[src/inc/scb_dispatch_pkg.sv]
// constants and types shared by the exception dispatch block
package scb_dispatch_pkg;
  // register map over apb (byte addresses)
  localparam logic [7:0] REG_VTB = 8'h00;   // vector_table_base, internal reg 17
  localparam logic [7:0] REG_CTX = 8'h04;   // process_context_base, internal reg 16
  localparam logic [7:0] REG_CTRL = 8'h08;  // control: addressing mode, halt ack
  localparam logic [7:0] REG_STAT = 8'h0c;  // status: halt, halt code, machine check busy
  localparam logic [7:0] REG_DISP = 8'h10;  // last dispatch: stack, priority, params
  localparam logic [7:0] REG_SRV = 8'h14;   // last service routine address
  localparam logic [7:0] REG_FETCH = 8'h18; // last vector fetch address
  localparam logic [7:0] REG_PSW = 8'h1c;   // processor_status_word
  localparam logic [4:0] IPR_VTB = 5'h11;
  localparam logic [4:0] IPR_CTX = 5'h10;
  // control bits
  localparam int CTRL_PA30 = 0;
  localparam int CTRL_HALT_ACK = 1;
  localparam int CTRL_MCHK_ACK = 2;
  // vector offsets
  localparam logic [8:0] VEC_PASSIVE = 9'h000;
  localparam logic [8:0] VEC_MCHK = 9'h004;
  localparam logic [8:0] VEC_KSNV = 9'h008;
  localparam logic [8:0] VEC_PWRFAIL = 9'h00c;
  localparam logic [8:0] VEC_ACV = 9'h020;
  localparam logic [8:0] VEC_TNV = 9'h024;
  localparam logic [8:0] VEC_ARITH = 9'h034;
  localparam logic [8:0] VEC_CHM = 9'h040;
  localparam logic [8:0] VEC_SOFT1 = 9'h084;
  localparam logic [8:0] VEC_SOFT4 = 9'h090;
  localparam logic [8:0] VEC_EMUL_START = 9'h0c8;
  localparam logic [8:0] VEC_EMUL_CONT = 9'h0cc;
  // parameter counts
  localparam logic [3:0] NPAR_MCHK = 4'd6;
  localparam logic [3:0] NPAR_FAULT = 4'd2;
  localparam logic [3:0] NPAR_ONE = 4'd1;
  localparam logic [3:0] NPAR_EMUL = 4'd10;
  localparam logic [3:0] NPAR_NONE = 4'd0;
  // priority levels
  localparam logic [4:0] PRIO_HIGH = 5'h1f;
  localparam logic [4:0] PRIO_PWRFAIL = 5'h1e;
  // console halt codes
  localparam logic [5:0] HC_ILLVEC = 6'h07;
  localparam logic [5:0] HC_WCSVEC = 6'h08;
  localparam logic [5:0] HC_NESTED_MCHK = 6'h12;
  localparam logic [5:0] HC_ENTRY_101 = 6'h19;
  localparam logic [5:0] HC_RETURN_101 = 6'h1d;
  // vector codes (low two bits)
  localparam logic [1:0] VC_KERNEL = 2'b00;
  localparam logic [1:0] VC_INTSTK = 2'b01;
  localparam logic [1:0] VC_WCS = 2'b10;
  // status word mode field position
  localparam int PSW_MODE_LO = 24;
  localparam logic [2:0] PSW_MODE_BAD = 3'b101;
  // event kinds
  typedef enum logic [3:0] {
    EV_PASSIVE, EV_MCHK, EV_KSNV, EV_PWRFAIL, EV_ACV, EV_TNV, EV_ARITH,
    EV_CHM, EV_SOFT, EV_EMUL_START, EV_EMUL_CONT, EV_OTHER
  } event_kind_t;
endpackage

[src/scb_exception_dispatch.sv]
// exception and interrupt dispatch through the vector table
// Functional notes
// - bad mode field 101/110/111 on event entry halts with code 19/1a/1b
// - bad mode field 101/110/111 restored by return halts with code 1d/1e/1f
// - vector table base held in internal register 17; vectors are aligned longwords
// - service address is vector bits 31:2 with two low bits forced zero
// - code 00 services on kernel stack unless already on interrupt stack
// - code 01 uses interrupt stack; exceptions raise priority level to 1f
// - codes 10 and 11 are unimplemented and cause a console error halt
// - passive release at offset 00 raises priority to the requested level
// - machine check uses offset 04, six parameters, interrupt stack
// - kernel stack invalid uses offset 08, no parameters, interrupt stack
// - power fail uses offset 0c, no parameters, priority level 1e
// - access violation and translation invalid use 20 and 24, two parameters
// - arithmetic uses offset 34 with one type code parameter
// - change mode traps use 40 to 4c with one sign-extended operand
// - software levels 4-15 from offset 90; levels 1-3 at 84, 88, 8c
// - emulation start uses c8, same mode, first part done clear, ten parameters
// - emulation continue uses cc, same mode, first part done set, no parameters
// - in 30-bit addressing mode process base bits 31:30 are ignored
// - process context load flushes only process-space translation entries
// - machine check during machine check processing halts with code 12
//
// Added by the designer: the register addresses and the APB slave port.
`timescale 1ns/100ps
module scb_exception_dispatch
  import scb_dispatch_pkg::*;
#(
  parameter int ADDR_W = 8
) (
  input wire logic pclk,
  input wire logic presetn,
  // apb slave
  input wire logic psel,
  input wire logic penable,
  input wire logic pwrite,
  input wire logic [ADDR_W-1:0] paddr,
  input wire logic [31:0] pwdata,
  output logic [31:0] prdata,
  output logic pready,
  output logic pslverr,
  // event request from the cpu core
  input wire logic ev_valid,
  input wire event_kind_t ev_kind,
  input wire logic ev_is_exception,
  input wire logic [4:0] ev_req_prio,
  input wire logic [3:0] ev_level,
  input wire logic [1:0] ev_chm_sel,
  // return from exception
  input wire logic ret_valid,
  input wire logic [31:0] ret_psw,
  // process context load
  input wire logic ldctx_valid,
  // vector fetch memory port
  output logic vfetch_req,
  output logic [31:0] vfetch_addr,
  input wire logic vfetch_ack,
  input wire logic [31:0] vfetch_data,
  // dispatch result
  output logic disp_valid,
  output logic [31:0] disp_pc,
  output logic disp_on_intstk,
  output logic disp_same_mode,
  output logic disp_fpd,
  output logic [4:0] disp_prio,
  output logic [3:0] disp_nparams,
  output logic [31:0] disp_psw,
  output logic busy,
  // console halt
  output logic halt,
  output logic [5:0] halt_code,
  // translation buffer flush of process-space entries
  output logic tb_flush_process,
  output logic [31:0] ctx_phys_addr
);

  typedef enum logic [1:0] {ST_IDLE, ST_FETCH, ST_HALT} state_t;

  typedef struct packed {
    state_t st;
    logic [31:0] vtb;
    logic [31:0] ctx;
    logic [31:0] psw;
    logic pa30;
    logic mchk_busy;
    logic [31:0] prdata;
    logic pready;
    logic pslverr;
    logic vfetch_req;
    logic [31:0] vfetch_addr;
    logic is_exc;
    logic [4:0] prio;
    logic [3:0] npar;
    logic force_is;
    logic same_mode;
    logic fpd;
    logic disp_valid;
    logic [31:0] disp_pc;
    logic disp_is;
    logic disp_same;
    logic disp_fpd;
    logic [4:0] disp_prio;
    logic [3:0] disp_npar;
    logic halt;
    logic [5:0] halt_code;
    logic tb_flush;
    logic busy;
    logic [31:0] ctx_phys;
  } state_s_t;

  state_s_t s_q, s_d;

  ////////////////////////////////////////////////////////////////////////
  // combinational next state

  logic [2:0] mode_entry;
  logic [2:0] mode_ret;
  logic on_intstk;
  logic [8:0] ev_off;
  logic [3:0] ev_npar;
  logic ev_force_is;
  logic ev_same;
  logic ev_fpd;
  logic [4:0] ev_prio;
  logic [31:0] rd_val;
  logic rd_ok;
  logic apb_wr;
  logic apb_rd;

  assign mode_entry = s_q.psw[PSW_MODE_LO+2:PSW_MODE_LO];
  assign mode_ret = ret_psw[PSW_MODE_LO+2:PSW_MODE_LO];
  assign on_intstk = s_q.psw[PSW_MODE_LO+2];
  assign apb_wr = psel && penable && pwrite && !s_q.pready;
  assign apb_rd = psel && penable && !pwrite && !s_q.pready;

  // event decode into vector slot, parameter count and priority
  always_comb begin
    ev_off = VEC_PASSIVE;
    ev_npar = NPAR_NONE;
    ev_force_is = 1'b0;
    ev_same = 1'b0;
    ev_fpd = 1'b0;
    ev_prio = s_q.psw[20:16];
    case (ev_kind)
      EV_PASSIVE: begin
        ev_off = VEC_PASSIVE;
        ev_prio = ev_req_prio;
      end
      EV_MCHK: begin
        ev_off = VEC_MCHK;
        ev_npar = NPAR_MCHK;
        ev_force_is = 1'b1;
      end
      EV_KSNV: begin
        ev_off = VEC_KSNV;
        ev_force_is = 1'b1;
      end
      EV_PWRFAIL: begin
        ev_off = VEC_PWRFAIL;
        ev_prio = PRIO_PWRFAIL;
      end
      EV_ACV: begin
        ev_off = VEC_ACV;
        ev_npar = NPAR_FAULT;
      end
      EV_TNV: begin
        ev_off = VEC_TNV;
        ev_npar = NPAR_FAULT;
      end
      EV_ARITH: begin
        ev_off = VEC_ARITH;
        ev_npar = NPAR_ONE;
      end
      EV_CHM: begin
        ev_off = VEC_CHM + {5'h00, ev_chm_sel, 2'b00};
        ev_npar = NPAR_ONE;
      end
      EV_SOFT: begin
        // level 0 is not a real request; treated as level 1
        if (ev_level >= 4'd4) begin
          ev_off = VEC_SOFT4 + {3'b000, ev_level - 4'd4, 2'b00};
        end else if (ev_level == 4'd0) begin
          ev_off = VEC_SOFT1;
        end else begin
          ev_off = VEC_SOFT1 + {3'b000, ev_level - 4'd1, 2'b00};
        end
      end
      EV_EMUL_START: begin
        ev_off = VEC_EMUL_START;
        ev_npar = NPAR_EMUL;
        ev_same = 1'b1;
        ev_fpd = 1'b0;
      end
      EV_EMUL_CONT: begin
        ev_off = VEC_EMUL_CONT;
        ev_same = 1'b1;
        ev_fpd = 1'b1;
      end
      default: begin
        ev_off = VEC_PASSIVE;
      end
    endcase
  end

  // register read mux
  always_comb begin
    rd_val = 32'h0000_0000;
    rd_ok = 1'b1;
    case (paddr)
      REG_VTB: rd_val = s_q.vtb;
      REG_CTX: rd_val = s_q.ctx;
      REG_CTRL: rd_val = {31'h0000_0000, s_q.pa30};
      REG_STAT: rd_val = {23'h00_0000, s_q.mchk_busy, s_q.halt_code, s_q.halt, s_q.st != ST_IDLE};
      REG_DISP: rd_val = {16'h0000, s_q.disp_npar, s_q.disp_prio, s_q.disp_fpd, s_q.disp_same, s_q.disp_is, 4'h0};
      REG_SRV: rd_val = s_q.disp_pc;
      REG_FETCH: rd_val = s_q.vfetch_addr;
      REG_PSW: rd_val = s_q.psw;
      // unmapped offsets read as zero and answer with an error
      default: rd_ok = 1'b0;
    endcase
  end

  always_comb begin
    s_d = s_q;
    s_d.pready = 1'b0;
    s_d.pslverr = 1'b0;
    s_d.disp_valid = 1'b0;
    s_d.tb_flush = 1'b0;

    // apb: one wait state, answer on the second access cycle
    if (apb_rd) begin
      s_d.pready = 1'b1;
      s_d.prdata = rd_val;
      s_d.pslverr = !rd_ok;
    end
    if (apb_wr) begin
      s_d.pready = 1'b1;
      s_d.pslverr = !rd_ok;
      case (paddr)
        REG_VTB: s_d.vtb = {pwdata[31:2], 2'b00};
        REG_CTX: s_d.ctx = pwdata;
        REG_CTRL: begin
          s_d.pa30 = pwdata[CTRL_PA30];
          if (pwdata[CTRL_HALT_ACK] && s_q.st == ST_HALT) begin
            s_d.st = ST_IDLE;
            s_d.halt = 1'b0;
          end
          // acknowledge ends machine check processing
          if (pwdata[CTRL_MCHK_ACK]) begin
            s_d.mchk_busy = 1'b0;
          end
        end
        REG_PSW: s_d.psw = pwdata;
        default: begin
        end
      endcase
    end

    case (s_q.st)
      ST_IDLE: begin
        if (ret_valid) begin
          if (mode_ret >= PSW_MODE_BAD) begin
            s_d.st = ST_HALT;
            s_d.halt = 1'b1;
            s_d.halt_code = HC_RETURN_101 + {4'h0, mode_ret[1:0]} - 6'h01;
          end else begin
            s_d.psw = ret_psw;
          end
        end else if (ldctx_valid) begin
          s_d.tb_flush = 1'b1;
        end else if (ev_valid) begin
          if (mode_entry >= PSW_MODE_BAD) begin
            s_d.st = ST_HALT;
            s_d.halt = 1'b1;
            s_d.halt_code = HC_ENTRY_101 + {4'h0, mode_entry[1:0]} - 6'h01;
          end else if (ev_kind == EV_MCHK && s_q.mchk_busy) begin
            s_d.st = ST_HALT;
            s_d.halt = 1'b1;
            s_d.halt_code = HC_NESTED_MCHK;
          end else begin
            s_d.st = ST_FETCH;
            s_d.vfetch_req = 1'b1;
            s_d.vfetch_addr = s_q.vtb + {23'h00_0000, ev_off};
            s_d.is_exc = ev_is_exception;
            s_d.prio = ev_prio;
            s_d.npar = ev_npar;
            s_d.force_is = ev_force_is;
            s_d.same_mode = ev_same;
            s_d.fpd = ev_fpd;
            if (ev_kind == EV_MCHK) begin
              s_d.mchk_busy = 1'b1;
            end
          end
        end
      end
      ST_FETCH: begin
        if (vfetch_ack) begin
          s_d.vfetch_req = 1'b0;
          if (vfetch_data[1]) begin
            s_d.st = ST_HALT;
            s_d.halt = 1'b1;
            s_d.halt_code = vfetch_data[0] ? HC_ILLVEC : HC_WCSVEC;
          end else begin
            s_d.st = ST_IDLE;
            s_d.disp_valid = 1'b1;
            s_d.disp_pc = {vfetch_data[31:2], 2'b00};
            s_d.disp_npar = s_q.npar;
            s_d.disp_same = s_q.same_mode;
            s_d.disp_fpd = s_q.fpd;
            s_d.disp_prio = s_q.prio;
            if (vfetch_data[1:0] == VC_INTSTK) begin
              s_d.disp_is = 1'b1;
              if (s_q.is_exc) begin
                s_d.disp_prio = PRIO_HIGH;
              end
            end else begin
              // code 00: kernel stack unless already on interrupt stack or forced for machine check and kernel stack invalid
              s_d.disp_is = s_q.force_is || on_intstk;
            end
            s_d.psw[20:16] = s_d.disp_prio;
            s_d.psw[PSW_MODE_LO+2] = s_d.disp_is;
          end
        end
      end
      ST_HALT: begin
        // held until software acknowledges through the control register
        s_d.vfetch_req = 1'b0;
      end
      default: s_d.st = ST_IDLE;
    endcase
    // registered copies so that every port comes straight off a flop
    s_d.busy = s_d.st != ST_IDLE;
    // upper bits forced to zero rather than wrapped into low memory
    s_d.ctx_phys = s_d.pa30 ? {2'b00, s_d.ctx[29:0]} : s_d.ctx;
  end

  ////////////////////////////////////////////////////////////////////////
  // state register

  always_ff @(posedge pclk or negedge presetn) begin
    if (!presetn) begin
      s_q <= '0;
      s_q.st <= ST_IDLE;
    end else begin
      s_q <= s_d;
    end
  end

  ////////////////////////////////////////////////////////////////////////
  // outputs straight from the state flops

  assign prdata = s_q.prdata;
  assign pready = s_q.pready;
  assign pslverr = s_q.pslverr;
  assign vfetch_req = s_q.vfetch_req;
  assign vfetch_addr = s_q.vfetch_addr;
  assign disp_valid = s_q.disp_valid;
  assign disp_pc = s_q.disp_pc;
  assign disp_on_intstk = s_q.disp_is;
  assign disp_same_mode = s_q.disp_same;
  assign disp_fpd = s_q.disp_fpd;
  assign disp_prio = s_q.disp_prio;
  assign disp_nparams = s_q.disp_npar;
  assign disp_psw = s_q.psw;
  assign busy = s_q.busy;
  assign halt = s_q.halt;
  assign halt_code = s_q.halt_code;
  assign tb_flush_process = s_q.tb_flush;
  // upper bits dropped in 30-bit mode
  assign ctx_phys_addr = s_q.ctx_phys;

endmodule

[config.mk]
export PLATFORM = sky130hd
export DESIGN_NAME = scb_exception_dispatch
export DESIGN_NICKNAME = d
export VERILOG_FILES = /design/src/inc/scb_dispatch_pkg.sv /design/src/scb_exception_dispatch.sv
export SDC_FILE = /design/constraint.sdc
export NUM_CORES = 1
export LEC_CHECK = 0
export ABC_AREA = 1
export BUFFER_PORTS_ARGS = -buffer_cell sky130_fd_sc_hd__buf_2
export CELL_PAD_IN_SITES_DETAIL_PLACEMENT = 2
export CELL_PAD_IN_SITES_GLOBAL_PLACEMENT = 2
export CORE_MARGIN = 2
export CORE_UTILIZATION = 33
export DETAILED_ROUTE_END_ITERATION = 10
export PLACE_DENSITY_LB_ADDON = 0.1
export SLEW_MARGIN = 30
export SYNTH_ARGS = -nofsm -noshare
export SYNTH_HDL_FRONTEND = slang
export SYNTH_SLANG_ARGS = --single-unit
[constraint.sdc]
create_clock -name pclk -period 4 [get_ports pclk]
set_input_delay 0.4 -clock pclk [delete_from_list [all_inputs] [get_ports pclk]]
set_output_delay 0.4 -clock pclk [all_outputs]
set_load 0.03 [all_outputs]
==> results of run 1 <==
## worst max-delay path by stage
stage | endpoint | from | slack (ps) | cells after the start
floorplan | vfetch_addr[18]$_DFFE_PN0P_ | ev_level[0] | 1400 | 18
global placement | vfetch_addr[24]$_DFFE_PN0P_ | ev_kind[0] | 710 | 17
detailed placement | vfetch_addr[24]$_DFFE_PN0P_ | ev_kind[0] | 450 | 16
CTS | vfetch_addr[18]$_DFFE_PN0P_ | ev_kind[0] | 1020 | 16
global route | vfetch_addr[24]$_DFFE_PN0P_ | ev_kind[0] | 750 | 16
finish | vfetch_addr[24]$_DFFE_PN0P_ | ev_kind[0] | 1040 | 16
## per-layer routing
metal / share of wire, % / up-vias / GRT usage, %
met2: 46 / 286 / 45.0
met3: 4.9 / 57 / 4.45
met1: 47 / 6147 / 38.1
met5: 0.076 / - / 0
met4: 1.9 / 6 / 4.96
li1: - / 5543 / -
## stage by stage
stage	cells	total power, mW	instance area (sq um)	setup slack, ps
after floorplan	1724	5.37	12900	1400
after global placement	2334	5.91	13700	708
after detailed placement	2334	5.98	13700	447
after CTS	2388	9.01	14800	1020
after global routing	2388	9.37	14800	749
final	2388	8.92	14800	1040
## cell type report
cell class / instances / area (sq um)
fillers: 4514 / 23800
flip-flops and latches: 229 / 5730
multi-input cells: 1085 / 4980
repair buffers: 328 / 1730
clock buffers: 43 / 878
inverters: 175 / 658
well taps: 518 / 648
clock inverters: 10 / 204
## cells by family after synthesis
family	synth area share [%]
AND/OR/NAND/NOR	23.8
multiplexers	0.242
other	0.0290
buffers and inverters	17.3
adder cells (fa/ha/maj)	1.32
AO/OA/AOI/OAI	12.0
XOR/XNOR	0.948
flip-flops	44.3
## report_power, final
part | internal (mW) | switching, mW | total, mW
Clock | 1.89 | 1.09 | 2.98
Combinational | 0.702 | 1.96 | 2.66
Sequential | 2.82 | 0.455 | 3.27
## worst max-delay path, cell delays in order
cell	delay, ps
buf_2	130
nor2_1	240
inv_1	130
nor2_1	260
nand2_1	90
nand3_1	100
ha_1	200
inv_1	70
fa_1	390
o21ai_1	390
nand3_1	130
nand2_1	310
nand2_1	220
o21ai_0	210
nand3_1	90
nand2_1	100
## Yosys cell counts, types with 12 or more instances
cell / number
a21oi_1: 15
buf_2: 19
buf_4: 179
clkbuf_1: 36
dfrtp_1: 229
ha_1: 12
inv_1: 167
nand2_1: 541
nand3_1: 93
nor2_1: 84
nor3_1: 16
o21ai_0: 205
o21ai_1: 35
o22ai_1: 12
## sequential cells by signal, indices dropped and copies added (netlist names), 5 cells and up
| register | cells |
|---|---|
| s_q | 49 |
| vfetch_addr | 30 |
| disp_prio | 5 |
| disp_psw | 32 |
| halt_code | 5 |
| prdata | 32 |
| ctx_phys_addr | 32 |
| disp_pc | 30 |
## what timing repair did
| action | in CTS | in global routing |
|---|---|---|
| endpoints found under the setup margin | 0 | 0 |
| endpoints found under the hold margin | 86 | 0 |
| hold buffers | 1 | 0 |
==> summary.txt, run 1 <==
Floorplanning
  – Row count: 72
  – Core area: 38600 sq um
  – I/O Pins: 314
  – Die W: 202 um
  – Die height: 202 um
  – Initial Util: 33.5%
  – Die area: 40800 sq um

Setup path
  – Crit end category: register
  – Worst Reg-to-Reg Cells: 7
  – Critical path peak fanout: 6
  – Worst flop-to-flop path startpoint: s_q[265]$_DFF_PN0_
  – Worst path arrival time: 3470 ps
  – Crit path kind: in2reg
  – Critical path startpoint category: input pin
  – R2r endpoint: disp_prio[0]$_DFFE_PN0P_
  – Critical path required time: 4500 ps
  – FF-to-FF setup slack: 1040 ps

Pwr
  – Pwr dens: 601 nW/um^2
  – Leak: 7.80 nW
  – Peak VDD IR: 0.327 mV

Timing
  – RSZ-0062 raised after global routing: false
  – Worst hold margin: 24.1 ps
  – Fin. max-slew vios: 0
  – Skew final: 7.43 ps
  – Least-Margin Pin Slew: 919 ps
  – Relative slew margins: 38.8%
  – Final Hold Fails: 0
  – Final setup viols: 0
  – Final Cycle Share: 74.1%
  – FMAX: 0.338 GHz
  – Tmin final: 2960 ps
  – Setup TNS: 0 ps

Finish
  – Most common library cell in the layout ignoring fill and taps: nand2_1
  – Most frequent cells in the layout: nand2_1 (541), buf_2 (307), dfrtp_1 (229), o21ai_0 (205), inv_1 (166)
  – Area growth syn-to-layout: 14.7%
  – Layout Nets: 1990
  – Ant diodes: 0
  – Post-layout util: 38.4%
  – Proportion of layout cells with a drive suffix above 1: 21.4%

Global routing
  – First-pass GRT wire length: 84400 um
  – Number of global-route vias before repair: 13220
  – Antenna violations before repair: 3
  – Total congestion overflow: 0
  – Largest net degree at the start of global routing: 90
  – GRT Total Usage: 27.3%

Clock tree
  – Clock latency on the worst-skew pair: 570 ps
  – Clock-pin slew on the worst setup and hold paths: 60 ps
  – # Post-CTS Setup Buffers: 0
  – Sink Count: 229
  – Post-cts resize count: 0
  – TritonCTS buffer count: 29
  – H-tree depth: 1
  – Max Buffers Root-to-Sink: 3
  – Clock root buffer: clkbuf_16
  – CTS tree: yes

Placement
  – GP Congestion: 0.861
  – # port buffers: 308
  – Dpl hpwl: 41200 um

Logic synthesis
  – Mapped Area: 12900 sq um
  – EDFF count, synth: 0
  – Async S/R FF share, synth: 100%
  – Cell taking the most area after synthesis: dfrtp_1
  – Synth Flop Type: dfrtp_1
  – Synth top area share: 44.3%
  – Top cells by area, synth: dfrtp_1 (44%), nand2_1 (16%), buf_4 (10%)
  – Post-synth cell types: 45
  – Yosys warning count: 0
  – Seq/Total Area, Yosys: 44.3%
  – Yosys reg bits: 229
  – Average size of a mapped cell: 7.52 sq um
  – Synth Instances: 1720

Drt
  – Iteration-0 DRC Markers: 636
  – Wirelength, routed: 55200 um
  – Vias after detailed routing: 12039
  – Average wire per standard cell: 23.1 um
  – 1st-pass router iterations: 4
  – Vias/cell: 5.04
  – Remaining antenna violation count: 0
  – DRC: 0

Min path
  – Hold Crit Start: vfetch_data[26]
  – Hold path cells: 3
  – Worst Hold Class: in2reg
  – Hold path endpoint: disp_pc[26]$_DFFE_PN0P_

Run
  – Max-cap violations: 0

Status
  – Run status: completed
Power figures use the tool's default switching activity.
==> run 2, diff against run 1 <==
--- a/config.mk
+++ b/config.mk
@@ -5,7 +5,7 @@
 export SDC_FILE = /design/constraint.sdc
 export NUM_CORES = 1
 export LEC_CHECK = 0
-export ABC_AREA = 1
+export ABC_AREA = 0
 export BUFFER_PORTS_ARGS = -buffer_cell sky130_fd_sc_hd__buf_2
 export CELL_PAD_IN_SITES_DETAIL_PLACEMENT = 2
 export CELL_PAD_IN_SITES_GLOBAL_PLACEMENT = 2
==> constraint.sdc (replaced) <==
create_clock -name pclk -period 3.1 [get_ports pclk]
set_input_delay 0.31 -clock pclk [delete_from_list [all_inputs] [get_ports pclk]]
set_output_delay 0.31 -clock pclk [all_outputs]
set_load 0.03 [all_outputs]
==> run 2 against run 1 <==
  * Non-clock buffer count grew 83
  * Final area grew 1.9%
  * Area after synthesis shrank 3.2%
  * Core utilization grew 1.9 points
  * Total power grew 24%
  * Wire length shrank 13%
  * Clock power grew 12%
  * Register-to-register slack lost 380 ps
  * Highest routed layer is now met4
==> summary.txt, run 2 <==
Pwr
  – Pwr dens: 731 nW/um^2
  – Power, Total: 11.0 mW
  – Peak VDD IR: 0.404 mV
  – Leak: 7.66 nW

Global routing
  – Largest net degree at the start of global routing: 83
  – First-pass GRT wire length: 71200 um
  – Number of global-route vias before repair: 10896
  – Antenna violations before repair: 2
  – GRT Total Usage: 24.2%
  – Total congestion overflow: 0

Setup path
  – Critical path startpoint category: input pin
  – Critical path required time: 3510 ps
  – Worst Reg-to-Reg Cells: 8
  – R2r endpoint: disp_psw[17]$_DFF_PN0_
  – CP Launch Point: ev_level[0]
  – FF-to-FF setup slack: 660 ps
  – Worst path arrival time: 3170 ps
  – Critical path peak fanout: 5
  – End of the critical path: vfetch_addr[18]$_DFFE_PN0P_
  – Crit end category: register
  – Worst flop-to-flop path startpoint: s_q[265]$_DFF_PN0_
  – Crit path kind: in2reg

Logic synthesis
  – Yosys reg bits: 229
  – Post-synth top cells: nand2_1 (242), dfrtp_1 (229), buf_4 (177)
  – Synth top area share: 45.8%
  – Yosys warning count: 0
  – Post-synth cell types: 74
  – Most common cell in the netlist: nand2_1
  – Synth Flop Type: dfrtp_1
  – Async S/R FF share, synth: 100%
  – Average size of a mapped cell: 9.90 sq um
  – Synth Instances: 1264
  – Mapped Area: 12500 sq um
  – Top cells by area, synth: dfrtp_1 (46%), buf_4 (11%), nand2_1 (7.3%)
  – Seq/Total Area, Yosys: 45.8%
  – EDFF count, synth: 0
  – Cell taking the most area after synthesis: dfrtp_1

Timing
  – Least-Margin Pin Slew: 737 ps
  – FMAX: 0.362 GHz
  – Skew final: 16.0 ps
  – RSZ-0062 raised after global routing: false
  – Final setup viols: 0
  – Tmin final: 2760 ps
  – Final Hold Fails: 0
  – Relative slew margins: 50.9%
  – Fin. max-slew vios: 0
  – Final Cycle Share: 89.1%

Drt
  – DRC: 0
  – 1st-pass router iterations: 6
  – Average wire per standard cell: 23.9 um
  – Remaining antenna violation count: 0
  – Iteration-0 DRC Markers: 514
  – Vias/cell: 5.07
  – Wirelength, routed: 48000 um
  – Vias after detailed routing: 10183

Finish
  – Filler cells: 4119
  – Area taken by multi-input logic gates: 5150 sq um
  – Layout Nets: 1615
  – Proportion of layout cells with a drive suffix above 1: 31.0%
  – Final Cell Area: 15100 sq um
  – Max FFs per register: 49
  – Most frequent cells in the layout: buf_2 (307), nand2_1 (240), dfrtp_1 (229), dlygate4sd3_1 (60)
  – Most common library cell in the layout ignoring fill and taps: buf_2
  – Layout Cells excl Fill: 2008
  – Largest register by flop count: s_q
  – Register area: 5730 sq um
  – Area growth syn-to-layout: 20.8%

Placement
  – Dpl hpwl: 34400 um
  – GP Congestion: 0.815
  – # port buffers: 308
  – Post-Place Cells: 1894
  – DP Area: 13600 sq um

Floorplanning
  – Core area: 37500 sq um
  – Row count: 71
  – I/O Pins: 314
  – Initial Util: 33.4%
  – Die area: 39500 sq um
  – Die W: 199 um
  – Die height: 199 um

Clock tree
  – Sink Count: 229
  – TritonCTS buffer count: 28
  – Clock-pin slew on the worst setup and hold paths: 60 ps
  – H-tree depth: 1
  – Max Buffers Root-to-Sink: 3
  – Clock root buffer: clkbuf_16
  – Clock latency on the worst-skew pair: 540 ps
  – CTS tree: yes

Min path
  – Worst Hold Class: in2reg

Run
  – Max-cap violations: 0

Status
  – Run status: completed
-- run 2: cells by family after synthesis --
group,after synthesis,share of synthesized area (%)
AOI/OAI and AO/OA,249,13.3
xor gates and xnor gates,31,2.17
adders and majority gates,13,1.36
buffers and inverters,257,13.5
DFF,229,45.8
muxes,99,9.49
other,1,0.0300
and+or+nand+nor,385,14.4
-- run 2: power by group --
group	leakage, nW	internal, mW	switching [mW]
Clock	0.471	2.02	1.33
Combinational	4.15	1.03	2.34
Sequential	3.04	3.62	0.692
-- run 2: what timing repair did --
action                                 4_1_cts  5_1_grt
setup buffers                                0        0
setup endpoints to repair                    0        1
hold buffers                                60        0
gates resized for setup                      0        1
endpoints found under the hold margin      129        0
-- run 2: worst min path at each step --
| stage | start | endpoint | slack, ps | cells after the start |
|---|---|---|---|---|
| floorplan | presetn | busy$_DFF_PN0_ | 10 | 0 |
| global placement | presetn | disp_pc[11]$_DFFE_PN0P_ | 350 | 1 |
| detailed placement | presetn | disp_pc[11]$_DFFE_PN0P_ | 340 | 1 |
| CTS | pwdata[5] | s_q[237]$_DFFE_PN0P_ | 3 | 2 |
| global route | pwdata[5] | s_q[237]$_DFFE_PN0P_ | 20 | 2 |
| finish | pwdata[5] | s_q[237]$_DFFE_PN0P_ | 20 | 2 |
-- run 2: metrics by stage --
step | utilization, % | setup TNS [ps] | hold WS [ps] | setup WS, ps
2_1_floorplan | - | 0 | 14.4 | 263
3_3_place_gp | 36.2 | -2680 | 346 | -187
3_5_place_dp | 36.2 | -4750 | 342 | -282
4_1_cts | 40.3 | 0 | 2.82 | 271
5_1_grt | 40.3 | 0 | 19.9 | 76.8
6_report | 40.3 | 0 | 19.3 | 338
-- run 2: critical path, cell delays in order --
cell and delay [ps]:
buf_2 90, inv_1 50, ha_1 310, nand2_1 80, o211ai_1 120, xnor2_1 140
o21ai_0 130, o21ai_0 140, o41ai_2 330, ha_1 350, o21a_1 220, o31a_1 150
buf_4 170, o21ai_1 120, buf_4 160, nor3_1 60, xnor2_1 150, o21ai_1 80
-- run 2: metal layers --
layer	wire, um	GRT usage (%)
met5	0	0
met4	606	3.57
met3	1790	2.63
met2	23600	41.4
met1	22100	33.6
-- run 2: final cells by class --
cell class / count / area share (%)
antenna: 2 / 0.0331
clock buffer: 46 / 5.89
clock inverter: 6 / 0.364
inverter: 21 / 0.522
multi-input combinational: 782 / 34.1
sequential: 229 / 37.9
tap: 511 / 4.23
timing repair buffer: 411 / 17.0
==> run 3, diff against run 2 <==
--- a/config.mk
+++ b/config.mk
@@ -6,14 +6,14 @@
 export NUM_CORES = 1
 export LEC_CHECK = 0
 export ABC_AREA = 0
-export BUFFER_PORTS_ARGS = -buffer_cell sky130_fd_sc_hd__buf_2
+export BUFFER_PORTS_ARGS = -buffer_cell sky130_fd_sc_hd__buf_4
 export CELL_PAD_IN_SITES_DETAIL_PLACEMENT = 2
 export CELL_PAD_IN_SITES_GLOBAL_PLACEMENT = 2
 export CORE_MARGIN = 2
 export CORE_UTILIZATION = 33
 export DETAILED_ROUTE_END_ITERATION = 10
 export PLACE_DENSITY_LB_ADDON = 0.1
-export SLEW_MARGIN = 30
+export SLEW_MARGIN = 20
 export SYNTH_ARGS = -nofsm -noshare
 export SYNTH_HDL_FRONTEND = slang
 export SYNTH_SLANG_ARGS = --single-unit
==> constraint.sdc (replaced) <==
create_clock -name pclk -period 3.1 [get_ports pclk]
set_input_delay 0.465 -clock pclk [delete_from_list [all_inputs] [get_ports pclk]]
set_output_delay 0.465 -clock pclk [all_outputs]
set_load 0.03 [all_outputs]
==> run 3 against run 2 <==
  * Sequential power about the same
  * Largest cell class unchanged
  * Total power up 3.1%
  * Clock skew up 18 ps
  * Non-clock buffer count down 55
  * Critical path depth down 2
  * Clock power about the same
  * Combinational power up 8.6%
  * Critical endpoint unchanged
  * First-iteration DRC count up 4.3%
  * Maximum frequency down 4.4%
  * Final area up 1.2%
  * Setup slack worse by 130 ps
==> summary.txt, run 3 (synthesis results as in run 2) <==
Status
  – Run status: completed

Setup path
  – Worst path arrival time: 3320 ps
  – Worst Reg-to-Reg Cells: 6
  – Crit end category: register
  – Critical path startpoint category: input pin
  – Critical path required time: 3530 ps
  – Crit path kind: in2reg
  – Critical path peak fanout: 5

Drt
  – 1st-pass router iterations: 6
  – Wirelength, routed: 47900 um
  – DRC: 0
  – Remaining antenna violation count: 0
  – Average wire per standard cell: 24.5 um
  – Iteration-0 DRC Markers: 536
  – Vias after detailed routing: 10118
  – Vias/cell: 5.18

Placement
  – Dpl hpwl: 35000 um
  – # port buffers: 308
  – Post-Place Cells: 1898
  – Dpl ws: -494 ps
  – GP Congestion: 0.791

Clock tree
  – TritonCTS buffer count: 29
  – Clock-pin slew on the worst setup and hold paths: 60 ps
  – Max Buffers Root-to-Sink: 3
  – H-tree depth: 1
  – Clock root buffer: clkbuf_16
  – Sink Count: 229
  – # Post-CTS Setup Buffers: 0
  – CTS tree: yes
  – Clock latency on the worst-skew pair: 560 ps

Finish
  – Max FFs per register: 49
  – Layout Cells excl Fill: 1952
  – Area growth syn-to-layout: 22.2%
  – Most common library cell in the layout ignoring fill and taps: buf_4
  – Largest register by flop count: s_q
  – Proportion of layout cells with a drive suffix above 1: 32.4%
  – Layout Nets: 1561
  – Post-layout util: 40.8%
  – Most frequent cells in the layout: buf_4 (349), nand2_1 (240), dfrtp_1 (229), o21ai_0 (51), nor2_1 (51)

Global routing
  – Largest net degree at the start of global routing: 83
  – Total congestion overflow: 0
  – GRT Total Usage: 24.3%
  – Number of global-route vias before repair: 11155
  – Antenna violations before repair: 2
  – First-pass GRT wire length: 72000 um

Pwr
  – Pwr dens: 744 nW/um^2
  – Leak: 7.58 nW
  – Power, Total: 11.4 mW
  – Peak VDD IR: 0.389 mV

Timing
  – RSZ-0062 raised after global routing: false
  – Final Hold Fails: 0
  – Fin. max-slew vios: 0
  – Relative slew margins: 50.7%
  – Least-Margin Pin Slew: 738 ps
  – FMAX: 0.346 GHz
  – Final setup viols: 0
  – Tmin final: 2890 ps
  – Worst Setup Slack, final: 211 ps
  – Skew final: 33.5 ps
  – Final Cycle Share: 93.2%

Floorplanning
  – Initial Util: 33.4%
  – Row count: 71
  – Die W: 199 um
  – I/O Pins: 314
  – Die height: 199 um
  – Die area: 39500 sq um
  – Core area: 37500 sq um

Min path
  – Worst Hold Class: in2reg
  – Hold path cells: 3

Run
  – Max-cap violations: 0
-- run 3: critical path: stages --
cell and delay (ps):
buf_4 80, inv_1 50, ha_1 330, xnor2_1 140, o21ai_0 170, a21oi_1 90, o31a_1 340, fa_1 430
nor2b_1 190, o31a_1 210, buf_4 160, o21ai_1 70, buf_4 170, nor3_1 200, xnor2_1 150, o21ai_1 70
-- run 3: final timing paths --
path | start | end | slack, ps
setup / recovery | ev_level[0] | vfetch_addr[18]$_DFFE_PN0P_ | 210
hold / removal | vfetch_data[7] | disp_pc[7]$_DFFE_PN0P_ | 90
setup reg to reg | pready$_DFF_PN0_ | busy$_DFF_PN0_ | 760
hold reg to reg | s_q[89]$_DFFE_PN0P_ | disp_nparams[0]$_DFFE_PN0P_ | 480
max in group asynchronous | presetn | s_q[86]$_DFFE_PN0P_ | 1740
min in group asynchronous | presetn | disp_psw[12]$_DFF_PN0_ | 490
-- run 3: layout make-up --
cell class	instances	area [sq um]
inverter	21	78.8
clock buffer	44	852
tap	511	639
fill	4074	22200
clock inverter	8	93.8
antenna	1	2.50
multi-input combinational	782	5150
sequential	229	5730
timing repair buffer	356	2750
-- run 3: layer usage --
layer  GRT usage [%]  up-vias  wire length, um
met1            33.4     5275            22100
met2            41.2      241            23200
met5               0        -               16
li1                -     4557                -
met3            3.15       43             1850
met4            4.31        2              773
-- run 3: stage by stage --
step | hold slack, ps | setup TNS (ps) | instance area [sq um]
floorplan | 169 | 0 | 12500
global placement | 457 | -6010 | 14300
detailed placement | 464 | -8490 | 14300
CTS | 70.3 | 0 | 15300
global route | 88.8 | 0 | 15300
finish | 92.4 | 0 | 15300
-- run 3: timing repair --
| action | 4_1_cts | 5_1_grt |
|---|---|---|
| resized for setup | 0 | 1 |
| hold buffers | 1 | 0 |
| endpoints found under the setup margin | 0 | 5 |
| hold endpoints to repair | 77 | 0 |
-- run 3: report_power, final --
part           switching (mW)  total, mW  leakage (nW)  internal, mW
Combinational            2.33       3.66          4.07          1.33
Sequential              0.725       4.35          3.04          3.63
Clock                    1.33       3.37         0.470          2.04
Total                    4.39       11.4          7.58          7.00
